$ cat config.mk
export PLATFORM = sky130hd
export DESIGN_NAME = kvm_channel_select
export DESIGN_NICKNAME = d
export VERILOG_FILES = /design/src/kvm_channel_select.v
export VERILOG_INCLUDE_DIRS = /design/src
export SDC_FILE = /design/constraint.sdc
export NUM_CORES = 1
export LEC_CHECK = 0
export ABC_AREA = 1
export BUFFER_PORTS_ARGS = -buffer_cell sky130_fd_sc_hd__clkbuf_2
export CORE_ASPECT_RATIO = 0.6
export CORE_MARGIN = 8
export CORE_UTILIZATION = 64
export DETAILED_ROUTE_END_ITERATION = 10
export GPL_TIMING_DRIVEN = 0
export PLACE_DENSITY = 0.84
export SLEW_MARGIN = 5
export SYNTH_ARGS = -nofsm -noshare
export SYNTH_HDL_FRONTEND = slang
export SYNTH_SLANG_ARGS = --single-unit
$ cat constraint.sdc
create_clock -name clock -period 3.2 [get_ports clock]
set_input_delay 0.16 -clock clock [delete_from_list [all_inputs] [get_ports clock]]
set_output_delay 0.16 -clock clock [all_outputs]
set_load 0.02 [all_outputs]
$ cat src/kvm_select_regs.vh
/*
  constants for the channel select and authentication reset block:
  selection mechanism codes, timing and reset values.
  assumes inclusion by bare name from the design file.
*/
`ifndef KVM_SELECT_REGS_VH
`define KVM_SELECT_REGS_VH

// -----------------------------------------------------------------
// selection mechanisms
// -----------------------------------------------------------------
`define MECH_BUTTONS      2'h0
`define MECH_REMOTE      2'h1
`define MECH_SERIAL      2'h2

// -----------------------------------------------------------------
// timing
// -----------------------------------------------------------------
`define CLOCK_HZ         100000000
`define AUTH_OFF_MS      1000
`define AUTH_OFF_CYCLES  ((`CLOCK_HZ / 1000) * `AUTH_OFF_MS)

// -----------------------------------------------------------------
// reset values
// -----------------------------------------------------------------
`define RST_HOST         2'h0
`define RST_MECH         2'h0

`endif

$ cat src/kvm_channel_select.v
/*
  channel selection, peripheral routing and authentication device power
  control of a secure multi-host keyboard/video/mouse switch.
  assumes all inputs except key_combo_req, local role/filter/mechanism requests and auth_emulated come from
  pins and are synchronised here; host requests are one-hot per mechanism.
*/
// What this block does
// - host change powers a non-emulated auth device off 1 s
// - auth device routed on own path
// - filter list writes only from administrator
// - track user and administrator roles
// - keyboard combination switch requests are ignored
// - only one selection mechanism active
// - indicator shows selected host from power-up
// - keyboard and mouse switch together; identification is reported, routing does not wait for it
`timescale 1ns/1ps
`default_nettype none
`include "kvm_select_regs.vh"

module kvm_channel_select #(
  parameter integer HOSTS       = 4,
  parameter integer HW          = 2,
  parameter integer OFF_CYCLES  = `AUTH_OFF_CYCLES,
  parameter integer FILTER_ENTRIES = 8
) (
  input  wire                 clock,
  input  wire                 nrst,
  input  wire [HOSTS-1:0]     button_req,
  input  wire [HOSTS-1:0]     remote_req,
  input  wire [HOSTS-1:0]     serial_req,
  input  wire [HOSTS-1:0]     key_combo_req,
  input  wire [1:0]           mech_sel,
  input  wire                 mech_sel_we,
  input  wire                 kbd_identified,
  input  wire                 mouse_identified,
  input  wire                 auth_emulated,
  input  wire                 admin_login,
  input  wire                 admin_logout,
  input  wire                 filter_we,
  input  wire [2:0]           filter_idx,
  input  wire                 filter_allow,
  input  wire [15:0]          filter_id,
  output reg  [HW-1:0]        kbd_route_ff,
  output reg  [HW-1:0]        mouse_route_ff,
  output reg  [HW-1:0]        auth_route_ff,
  output reg                  kbd_mouse_en_ff,
  output reg  [HOSTS-1:0]     host_led_ff,
  output reg                  auth_power_ff,
  output reg                  admin_active_ff,
  output reg                  filter_refused_ff,
  output reg  [16:0]          filter_entry_ff
);

  // -----------------------------------------------------------------
  // input synchronisers
  // -----------------------------------------------------------------
  localparam integer SW = 3*HOSTS + 2;
  wire [SW-1:0] raw_in = {button_req, remote_req, serial_req, kbd_identified, mouse_identified};
  reg  [SW-1:0] meta_ff;
  reg  [SW-1:0] sync_ff;
  reg  [SW-1:0] prev_ff;
  always @(posedge clock or negedge nrst) begin
    if (!nrst) begin
      meta_ff <= {SW{1'b0}};
      sync_ff <= {SW{1'b0}};
      prev_ff <= {SW{1'b0}};
    end else begin
      meta_ff <= raw_in;
      sync_ff <= meta_ff;
      prev_ff <= sync_ff;
    end
  end
  // edges are taken from the second stage only; meta_ff feeds sync_ff
  // and nothing else, so a metastable sample never reaches the decode
  wire [SW-1:0]    rise    = sync_ff & ~prev_ff;
  wire [HOSTS-1:0] btn_r   = rise[SW-1 -: HOSTS];
  wire [HOSTS-1:0] rem_r   = rise[SW-1-HOSTS -: HOSTS];
  wire [HOSTS-1:0] ser_r   = rise[SW-1-2*HOSTS -: HOSTS];
  wire             kbd_ok  = sync_ff[1];
  wire             mouse_ok = sync_ff[0];

  // -----------------------------------------------------------------
  // mechanism choice and role
  // -----------------------------------------------------------------
  reg [1:0] mech_ff;
  wire      mech_code_ok = (mech_sel <= `MECH_SERIAL);

  // changing the mechanism is itself an administrative act; an unknown
  // code is dropped so the enabled mechanism is never left undefined
  always @(posedge clock or negedge nrst) begin
    if (!nrst) begin
      mech_ff <= `RST_MECH;
    end else if (mech_sel_we && admin_active_ff && mech_code_ok) begin
      mech_ff <= mech_sel;
    end
  end

  // logout wins over login so a stuck login line cannot keep the role
  always @(posedge clock or negedge nrst) begin
    if (!nrst) begin
      admin_active_ff <= 1'b0;
    end else if (admin_logout) begin
      admin_active_ff <= 1'b0;
    end else if (admin_login) begin
      admin_active_ff <= 1'b1;
    end
  end

  // -----------------------------------------------------------------
  // request decode
  // -----------------------------------------------------------------
  // only the enabled mechanism is looked at; key combinations never are
  reg [HOSTS-1:0] req_vec;
  always @* begin
    case (mech_ff)
      `MECH_BUTTONS: req_vec = btn_r;
      `MECH_REMOTE:  req_vec = rem_r;
      `MECH_SERIAL:  req_vec = ser_r;
      default:       req_vec = {HOSTS{1'b0}};
    endcase
  end
  // key_combo_req is deliberately left out of the request path
  wire unused_combo = |key_combo_req;

  // -----------------------------------------------------------------
  // host choice
  // -----------------------------------------------------------------
  // lowest index wins when two buttons rise together
  reg [HW-1:0] req_host;
  reg          req_valid;
  integer      i;
  always @* begin
    req_host  = {HW{1'b0}};
    req_valid = 1'b0;
    for (i = HOSTS-1; i >= 0; i = i - 1) begin
      if (req_vec[i]) begin
        req_host  = i[HW-1:0];
        req_valid = 1'b1;
      end
    end
  end

  // -----------------------------------------------------------------
  // routing, indicator and auth power
  // -----------------------------------------------------------------
  // a zero off time would leave the port unpowered for good, so the
  // counter always loads at least one cycle
  localparam integer  CW       = 32;
  localparam integer  OFF_LOAD = (OFF_CYCLES < 1) ? 1 : OFF_CYCLES;
  localparam [CW-1:0] ONE      = {{(CW-1){1'b0}}, 1'b1};
  localparam [CW-1:0] LOAD     = OFF_LOAD;
  reg [CW-1:0] off_cnt_ff;
  wire         change   = req_valid && (req_host != kbd_route_ff);
  wire         cut_pwr  = change && !auth_emulated;
  wire         off_last = (off_cnt_ff == ONE);

  // one register set moves every route and the indicator, so they can
  // never be seen pointing at different hosts
  always @(posedge clock or negedge nrst) begin
    if (!nrst) begin
      kbd_route_ff   <= `RST_HOST;
      mouse_route_ff <= `RST_HOST;
      auth_route_ff  <= `RST_HOST;
      host_led_ff    <= {{(HOSTS-1){1'b0}}, 1'b1};
    end else if (change) begin
      kbd_route_ff   <= req_host;
      mouse_route_ff <= req_host;
      auth_route_ff  <= req_host;
      host_led_ff    <= {{(HOSTS-1){1'b0}}, 1'b1} << req_host;
    end
  end

  // reported only; routing does not wait for it
  always @(posedge clock or negedge nrst) begin
    if (!nrst) begin
      kbd_mouse_en_ff <= 1'b0;
    end else begin
      kbd_mouse_en_ff <= kbd_ok && mouse_ok;
    end
  end

  // a new change restarts the full off interval; an emulated auth
  // function keeps its power through a switch
  always @(posedge clock or negedge nrst) begin
    if (!nrst) begin
      auth_power_ff <= 1'b1;
      off_cnt_ff    <= {CW{1'b0}};
    end else if (cut_pwr) begin
      auth_power_ff <= 1'b0;
      off_cnt_ff    <= LOAD;
    end else if (off_cnt_ff != {CW{1'b0}}) begin
      off_cnt_ff <= off_cnt_ff - ONE;
      if (off_last) begin
        auth_power_ff <= 1'b1;
      end
    end
  end

  // -----------------------------------------------------------------
  // auth device filter list
  // -----------------------------------------------------------------
  // entries survive a logout; only the write path is gated by role.
  // the read port is registered so the entry output is a flop as well
  reg [16:0] filter_mem [0:FILTER_ENTRIES-1];
  integer    k;
  wire       filter_ok  = filter_we && admin_active_ff;
  wire       filter_bad = filter_we && !admin_active_ff;
  always @(posedge clock or negedge nrst) begin
    if (!nrst) begin
      filter_refused_ff <= 1'b0;
      filter_entry_ff   <= 17'h0_0000;
      for (k = 0; k < FILTER_ENTRIES; k = k + 1) begin
        filter_mem[k] <= 17'h0_0000;
      end
    end else begin
      filter_refused_ff <= filter_bad;
      if (filter_ok) begin
        filter_mem[filter_idx] <= {filter_allow, filter_id};
      end
      filter_entry_ff <= filter_mem[filter_idx];
    end
  end

endmodule // kvm_channel_select
`default_nettype wire

==> results of run 1 <==
==> cells in the mapped netlist (2+ instances only) <==
cell type  number
buf_2          12
nand3_1        49
o2111ai_1       3
dfrtp_1       235
buf_4           5
nand4_1        17
nor4_1          3
nor3_1         10
buf_6           2
nand3_2         3
a21oi_1        39
a221oi_1       16
xor2_1          8
o21ai_0       116
clkbuf_1       17
xnor2_1         5
nand2_2         6
a22oi_1        19
nor2_4          3
dfstp_2         2
nand2_1       217
inv_1         120
nor2_2          7
a22o_1          3
o2bb2ai_1      11
nand3b_1        3
nor2_1         95
clkinv_1        7
ha_1            3
==> state kept, by name, summed over array words and instances (netlist names) <==
register and flops:
mech_ff 2, off_cnt_ff 32, prev_ff 12, kbd_mouse_en_ff 1, filter_mem 136, sync_ff 14, filter_refused_ff 1, auth_route_ff 2
admin_active_ff 1, meta_ff 14, host_led_ff 4, auth_power_ff 1, filter_entry_ff 17
==> routing by layer <==
layer  wire [um]  global-route usage
met4         952              0.1052
met2       12110              0.4189
met1       10980              0.3954
met3        3940              0.1044
met5           0                   0
==> final cells by class <==
cell class                      instances  area [um2]
Buffer                                 38       192.7
Clock buffer                           36       684.4
Clock inverter                          4       70.07
Fill cell                             975        3523
Inverter                              128       480.5
Multi-Input combinational cell        645        3199
Sequential cell                       237        5933
Tap cell                              203       254.0
Timing Repair Buffer                  113       814.5
==> worst max-delay path, stage by stage, from the launching register on <==
cell and delay (ns):
dfrtp_1 0.40, inv_1 0.16, ha_1 0.29, nand2_1 0.08, nor2_1 0.15, inv_1 0.10, nor2_2 0.17, nand2_1 0.15
nor2_2 0.22, nand2_1 0.09, xor2_1 0.13, nand2_1 0.06
==> per-stage QoR <==
step / area, um2 / setup TNS, ns
4_1_cts: 11630 / 0
3_5_place_dp: 10480 / 0
2_1_floorplan: 9806 / 0
6_report: 11630 / 0
5_1_grt: 11630 / 0
3_3_place_gp: 10420 / -613.39
==> logic make-up (layout without fill, tap and decap cells) <==
logic type,count (synthesis),in the layout,synth area share
AO/OA/AOI/OAI,212,212,0.1271
XOR/XNOR,13,13,0.01161
adder cells (fa/ha/maj),3,3,0.003828
buffers and inverters,166,319,0.06865
flip-flops,237,237,0.6051
AND/OR/NAND/NOR,417,417,0.1837
==> final timing paths <==
path / from / endpoint / slack [ns] / cells after the start
max in group asynchronous: nrst / filter_mem[127] / 1.82 / 4
setup / recovery: off_cnt_ff[0] / off_cnt_ff[22] / 1.08 / 11
setup reg to reg: off_cnt_ff[0] / off_cnt_ff[22] / 1.08 / 11
min in group asynchronous: nrst / filter_entry_ff[16] / 0.13 / 2
hold / removal: auth_emulated / off_cnt_ff[12] / 0.10 / 5
hold reg to reg: meta_ff[13] / sync_ff[13] / 0.35 / 0
==> power groups by stage <==
stage          registers (uW)  clock network, uW  logic (uW)
2_1_floorplan            3980                  0         986
3_3_place_gp             3940                  0        1480
3_5_place_dp             3960                  0        1560
4_1_cts                  3930               2750        1640
5_1_grt                  3990               2870        1860
6_report                 3950               2740        1660
==> results_dict.tcl, run 1 <==
set metrics [dict create \
    required_ns 3.59 \
    synth_cells 1048 \
    status "finished clean" \
    hp-class "input pin to flop" \
    synthesis.nets 1098 \
    place_congestion 0.9031 \
    clock_power_share 0.328 \
    cp-start-kind "flop" \
    timing.final.crit_share 0.6621 \
    stdcell_count 1404 \
    final_common_cell "dfrtp_1" \
    max_freq_mhz 472.0 \
    dieArea_um2 19670 \
    yosys.area.top_type_share 0.5997 \
    cts-root-buf "clkbuf_16" \
    switching_power_uw 2548 \
    avgSynthCellArea_um2 9.357 \
    p_total_uw 8346 \
    switching_share 0.3052 \
    drtPass1Iterations 6 \
    num_rows 35 \
    antenna_cells 0 \
    ys_async_sr_fraction 1.000 \
    min_period_ns 2.119 \
    syn_area_um2 9806 \
    cts_made_buffers 22 \
    synth.area.top_cells "dfrtp_1, nand2_1, o21ai_0" \
    die_y_um 111.9 \
    drc 0 \
    ys_seq_elements 237 \
    die_w_um 175.8 \
    hold_ws_ns 0.1035 \
    layout_common_cells "dfrtp_1, nand2_1, inv_1" \
    irDropWorstVdd_mv 0.4294 \
    final_nets 1235 \
    pwr-share-comb 0.199 \
    ys_types 41 \
    io_buffers 72 \
    tightest_slew_ns 0.8445 \
    cts_resized 0 \
    coreArea_um2 15150 \
    cts_tree "yes" \
    clock-sinks 237 \
    ys_seq_area_frac 0.6051 \
    holdBufCountCts 39 \
    dp_cells 1325 \
    drtAntennaViolNets 0 \
    fin_skew_ns 0.01243 \
    yosysWarnings 0 \
    gr-total-overflow 0 \
    synth_edf_count 0 \
    antenna_found_initial 0 \
    hpwl_um 17800 \
    power_density_nw_per_um2 717.7 \
    grt_pass1_wl_um 44980 \
    final_hold_viol_count 0 \
    grt_pass1_vias 8462 \
    cts_setup_buffers 0 \
    yosysTopAreaCell "dfrtp_1" \
    synth_flop_cell "dfrtp_1" \
    end_kind "flop" \
    grt_max_degree 106 \
    wl_per_cell_um 19.93 \
    crit_type "flop to flop" \
    critPathArrivalTime_ns 2.51 \
    clkTransAtPathRegs_ns 0.07 \
    worstPathMaxFanout 5 \
    power.share.sequential 0.473 \
    p_int_uw 5799 \
    htreeDepth 1 \
    setup_violations 0 \
    maxCapViolations 0 \
    viasPerCell 6.019 \
    start_util 0.6472 \
    routed-via-count 8451 \
    timing.final.ws_setup_ns 1.081 \
    preCtsSetupSlack_ns 1.142 \
    leakage_uw 0.005676 \
    drt_iter0_markers 1207 \
    area_growth_pct 18.59 \
    final_core_util 0.7675 \
    grt_use_total 0.2891 \
    layout-drive-gt1-share 0.1257 \
    cts.path.max_buffers 3 \
    timing.final.max_slew_violations 0 \
    clkLatencyLatePin_ns 0.51 \
    ioPinCount 78 \
    relSlewSlack 0.4370 \
    rsz0062_at_grt "no" \
    wirelength_um 27980 \
]
Note: power is estimated with default switching activity, not from simulation.
==> run 2, diff against run 1 <==
--- a/config.mk
+++ b/config.mk
@@ -10,10 +10,10 @@
 export BUFFER_PORTS_ARGS = -buffer_cell sky130_fd_sc_hd__clkbuf_2
 export CORE_ASPECT_RATIO = 0.6
 export CORE_MARGIN = 8
-export CORE_UTILIZATION = 64
+export CORE_UTILIZATION = 60
 export DETAILED_ROUTE_END_ITERATION = 10
 export GPL_TIMING_DRIVEN = 0
-export PLACE_DENSITY = 0.84
+export PLACE_DENSITY = 0.8
 export SLEW_MARGIN = 5
 export SYNTH_ARGS = -nofsm -noshare
 export SYNTH_HDL_FRONTEND = slang
==> constraint.sdc (replaced) <==
create_clock -name clock -period 2 [get_ports clock]
set_input_delay 0.1 -clock clock [delete_from_list [all_inputs] [get_ports clock]]
set_output_delay 0.1 -clock clock [all_outputs]
set_load 0.02 [all_outputs]
==> run 2 against run 1 <==
Critical path depth shrank 6. Sequential cell count unchanged. Utilization is 4.2 points lower. Design area is 0.57% higher. Fmax rose by 7.4%. Clock power rose by 45%. Sequential power rose by 60%. Non-clock buffer count up 7. Register-to-register slack worse by 1.1 ns. Wire length down 2.2%. Power rose by 55%. Via count is 1.6% lower.
==> results_dict.tcl, run 2 (same netlist as run 1, synthesis figures left out) <==
set metrics [dict create \
    wl_per_cell_um 19.34 \
    clkLatencyLatePin_ns 0.51 \
    largest-register "filter_mem" \
    path_delay_family "buffers and inverters" \
    max_freq_mhz 507.0 \
    cts_tree "yes" \
    relSlewSlack 0.4034 \
    drt_iter0_markers 1159 \
    irDropWorstVdd_mv 0.6181 \
    preCtsSetupSlack_ns -0.09591 \
    ioPinCount 78 \
    dieArea_um2 20820 \
    timing.final.ws_setup_ns 0.02749 \
    leakage_uw 0.005700 \
    worstPathMaxFanout 5 \
    viasPerCell 5.878 \
    clkTransAtPathRegs_ns 0.07 \
    drc 0 \
    gr-total-overflow 0 \
    final_common_cell "dfrtp_1" \
    die_w_um 181.0 \
    required_ns 2.45 \
    power_density_nw_per_um2 1108 \
    cp-start-kind "flop" \
    routed-via-count 8318 \
    tightest_slew_ns 0.8948 \
    coreArea_um2 16130 \
    maxCapViolations 0 \
    layout_common_cells "dfrtp_1, nand2_1, inv_1" \
    rsz0062_at_grt "yes" \
    fin_skew_ns 0.02276 \
    clock-sinks 237 \
    hp-class "input pin to async pin" \
    grt_pass1_wl_um 43350 \
    end_kind "flop" \
    setup_violations 0 \
    fin_tns_setup_ns 0 \
    final_nets 1241 \
    crit_slowest_cell "dlygate4sd3_1" \
    top_regs "filter_mem: 136 flops, off_cnt_ff: 32 flops, filter_entry_ff: 17 flops" \
    cts-root-buf "clkbuf_16" \
    timing.final.crit_share 0.9863 \
    grt_use_total 0.2642 \
    grt_max_degree 105 \
    start_util 0.6081 \
    cp_num_buf_inv 2 \
    crit_top_cell "dlygate4sd3_1" \
    drtPass1Iterations 7 \
    io_buffers 72 \
    place_congestion 0.9074 \
    hpwl_um 17640 \
    final_hold_viol_count 0 \
    max_stage_delay_ns 0.57 \
    nFillCells 1168 \
    wirelength_um 27370 \
    critPathArrivalTime_ns 2.42 \
    cts_made_buffers 21 \
    min_period_ns 1.973 \
    antenna_cells 0 \
    num_rows 36 \
    drtAntennaViolNets 0 \
    antenna_found_initial 0 \
    status "finished clean" \
    htreeDepth 1 \
    grt_pass1_vias 8000 \
    largest_reg_flops 136 \
    area_growth_pct 19.27 \
    timing.final.max_slew_violations 0 \
    die_y_um 115.0 \
    cts.path.max_buffers 3 \
    cp_cell_sequence "nand3_2 -> nor2_2 -> dlygate4sd3_1 -> a21oi_1 -> dlygate4sd3_1" \
    layout-drive-gt1-share 0.1468 \
    crit_type "flop to flop" \
]
-- run 2: cell count changes in the layout (fill, tap and decap cells not counted), moves of 5 or more --
cell,delta
nor2_2,+5
nor2_4,+5
nor2_1,-10
clkbuf_2,+5
clkbuf_1,-5
-- run 2: per-layer routing --
| metal | vias to the layer above | wire length, um | share of wire | track usage |
|---|---|---|---|---|
| met5 | - | 0 | 0 | 0 |
| met2 | 513 | 11430 | 0.42 | 0.3772 |
| met4 | 0 | 818 | 0.030 | 0.08428 |
| met3 | 86 | 3473 | 0.13 | 0.08678 |
| met1 | 3994 | 11650 | 0.43 | 0.3783 |
| li1 | 3725 | - | - | - |
-- run 2: final timing paths --
kind,slack [ns],depth (start not counted),from,endpoint
worst max-delay path,0.03,5,admin_active_ff,mech_ff[0]
worst min-delay path,0.11,2,nrst,filter_entry_ff[16]
worst max register to register,0.03,5,admin_active_ff,mech_ff[0]
worst min register to register,0.33,0,meta_ff[10],sync_ff[10]
max in group asynchronous,0.67,4,nrst,host_led_ff[0]
min in group clock,0.11,5,auth_emulated,off_cnt_ff[15]
-- run 2: area by class of cell --
type                       instances  area [um2]  share of cell area
clock inverter                     3       18.77            0.001605
multi-input combinational        645        3264              0.2791
sequential                       237        5937              0.5076
timing repair buffer             120       869.6             0.07436
buffer                            38       205.2             0.01755
inverter                         128       480.5             0.04108
tap                              209       261.5             0.02236
clock buffer                      35       658.1             0.05627
-- run 2: stage by stage --
step / hold slack, ns / utilization / std cells / cell area, um2 / total power, uW
after floorplan: -0.1956 / - / 1048 / 9806 / 7943
after global placement: 0.2081 / 0.6466 / 1329 / 10430 / 8673
after detailed placement: 0.07405 / 0.6506 / 1331 / 10490 / 8806
after CTS: 0.03615 / 0.7181 / 1410 / 11580 / 12840
after global routing: 0.1235 / 0.7252 / 1415 / 11700 / 13600
final: 0.1089 / 0.7252 / 1415 / 11700 / 12950
-- run 2: worst register-to-register path, stage by stage, from the launching register on --
cell           delay (ns)
dfrtp_2              0.45
nand3_2              0.13
nor2_2               0.05
dlygate4sd3_1        0.55
a21oi_1              0.17
dlygate4sd3_1        0.57
-- run 2: report_power, final --
part / leakage [uW] / switching, uW / internal [uW] / total, uW
Combinational: 0.00248 / 1690 / 979 / 2660
Sequential: 0.00288 / 572 / 5730 / 6310
Clock: 0.000336 / 1740 / 2250 / 3980
Total: 0.00570 / 4000 / 8960 / 13000
-- run 2: repair_timing --
action	4_1_cts	5_1_grt
pin swaps	0	2
hold endpoints to repair	140	0
setup buffers	0	5
setup endpoints to repair	2	61
hold buffers	41	0
gates resized for setup	1	31
==> run 3, diff against run 2 <==
--- a/config.mk
+++ b/config.mk
@@ -8,12 +8,12 @@
 export LEC_CHECK = 0
 export ABC_AREA = 1
 export BUFFER_PORTS_ARGS = -buffer_cell sky130_fd_sc_hd__clkbuf_2
+export CAP_MARGIN = 0
 export CORE_ASPECT_RATIO = 0.6
 export CORE_MARGIN = 8
-export CORE_UTILIZATION = 60
+export CORE_UTILIZATION = 40
 export DETAILED_ROUTE_END_ITERATION = 10
 export GPL_TIMING_DRIVEN = 0
-export PLACE_DENSITY = 0.8
 export SLEW_MARGIN = 5
 export SYNTH_ARGS = -nofsm -noshare
 export SYNTH_HDL_FRONTEND = slang
==> run 3 against run 2 <==
Die area up 44%. Clock-buffer cell count down 2. Global-route usage down 7.8 points. Sequential share of layout area down 1.1 points.
==> results_dict.tcl, run 3 (same netlist as run 1, synthesis figures left out) <==
set metrics [dict create \
    status "finished clean" \
    required_ns 2.38 \
    coreArea_um2 24110 \
    grt_pass1_wl_um 43530 \
    cts_made_buffers 23 \
    hold_ws_ns 0.04265 \
    p_total_uw 13420 \
    hp-class "input pin to flop" \
    gr-total-overflow 0 \
    maxCapViolations 0 \
    area_growth_pct 21.90 \
    layout_common_cells "dfrtp_1, nand2_1, inv_1" \
    start_util 0.4067 \
    hpwl_um 17790 \
    dieArea_um2 29940 \
    placed_area_um2 10630 \
    rsz0062_at_grt "yes" \
    wl_per_cell_um 18.01 \
    cts-root-buf "clkbuf_16" \
    die_w_um 218.1 \
    largest_reg_flops 136 \
    stdcell_count 1530 \
    fin_skew_ns 0.01040 \
    grt_use_total 0.1862 \
    drc 0 \
    power_density_nw_per_um2 1123 \
    htreeDepth 1 \
    ioPinCount 78 \
    timing.final.max_slew_violations 0 \
    final_nets 1242 \
    final_common_cell "dfrtp_1" \
    setup_violations 0 \
    clkTransAtPathRegs_ns 0.06 \
    cts.path.max_buffers 3 \
    worstPathMaxFanout 10 \
    fin_area_um2 11950 \
    drtPass1Iterations 5 \
    wirelength_um 27550 \
    final_hold_viol_count 0 \
    viasPerCell 5.122 \
    largest-register "filter_mem" \
    path_delay_family "simple AND/OR/NAND/NOR gates" \
    antenna_cells 0 \
    layout-drive-gt1-share 0.1498 \
    leakage_uw 0.005752 \
    crit_slowest_cell "clkbuf_1" \
    max_stage_delay_ns 0.56 \
    cp_cell_sequence "nand2_1 -> nor2_2 -> clkbuf_1 -> a21oi_1" \
    num_rows 44 \
    drt_iter0_markers 891 \
    top_regs "filter_mem: 136 flops, off_cnt_ff: 32 flops, filter_entry_ff: 17 flops" \
    critPathArrivalTime_ns 2.29 \
    timing.final.crit_share 0.9565 \
    tightest_slew_ns 0.7554 \
    clkLatencyLatePin_ns 0.52 \
    drtAntennaViolNets 0 \
    cts_tree "yes" \
    die_y_um 137.3 \
    place_congestion 0.8367 \
    antenna_found_initial 0 \
    cp-start-kind "flop" \
    relSlewSlack 0.4964 \
    io_buffers 72 \
    routed-via-count 7837 \
    clock-sinks 237 \
    min_period_ns 1.913 \
    end_kind "flop" \
    grt_max_degree 108 \
    crit_type "flop to flop" \
    grt_pass1_vias 7545 \
    dp_cells 1444 \
    cp_num_buf_inv 1 \
    irDropWorstVdd_mv 0.4951 \
    max_freq_mhz 522.7 \
]
[run 3: changes by cell type in the layout (fill, tap and decap cells not counted), sizes merged]
| cell | change |
|---|---|
| bufinv | +3 |
| clkbuf | -3 |
| clkinv | +2 |
[run 3: worst register-to-register path, delay by kind of cell, from the launching register on]
kind | cells | cell delay, ns
compound gates | 1 | 0.17
buf+inv | 1 | 0.57
simple gates | 2 | 0.63
flops | 1 | 0.41
[run 3: worst paths after layout]
check / start / end / slack (ns) / cells after the start
max: admin_active_ff / filter_mem[3] / 0.09 / 4
max in group asynchronous: nrst / filter_entry_ff[10] / 0.63 / 4
min: auth_emulated / off_cnt_ff[12] / 0.04 / 5
min in group asynchronous: nrst / prev_ff[8] / 0.06 / 2
max reg2reg: admin_active_ff / filter_mem[3] / 0.09 / 4
min reg2reg: meta_ff[11] / sync_ff[11] / 0.35 / 0
[run 3: where the power goes]
part	internal (uW)	total [uW]	switching, uW
Combinational	959	2550	1590
Sequential	5730	6280	550
Clock	2730	4590	1860
Total	9420	13400	4000
[run 3: through the flow]
step / TNS [ns] / worst slack [ns] / utilization
floorplan: 0 / 0.3634 / -
global placement: -956.63 / -4.073 / 0.4383
detailed placement: -5.077 / -0.2010 / 0.4410
CTS: 0 / 0.004945 / 0.4912
global route: -0.03179 / -0.01130 / 0.4957
finish: 0 / 0.08692 / 0.4957
[run 3: layout make-up]
type / count / area [um2]
Clock inverter: 8 / 122.6
Multi-Input combinational cell: 645 / 3272
Fill cell: 2276 / 12160
Buffer: 38 / 200.2
Sequential cell: 237 / 5937
Inverter: 128 / 480.5
Clock buffer: 33 / 673.1
Timing Repair Buffer: 119 / 864.6
Tap cell: 322 / 402.9
[run 3: layer usage]
layer / share of wire / GRT usage / vias to the layer above
li1: - / - / 3722
met1: 0.48 / 0.2789 / 3805
met2: 0.42 / 0.2706 / 269
met3: 0.083 / 0.04035 / 41
met4: 0.020 / 0.04424 / 0
met5: 0 / 0 / -
[run 3: repair_timing]
action,CTS,global route
setup buffers,0,4
hold endpoints to repair,261,1
setup endpoints to repair,18,77
gates resized for setup,2,34
hold buffers,41,1
pin swaps,0,2
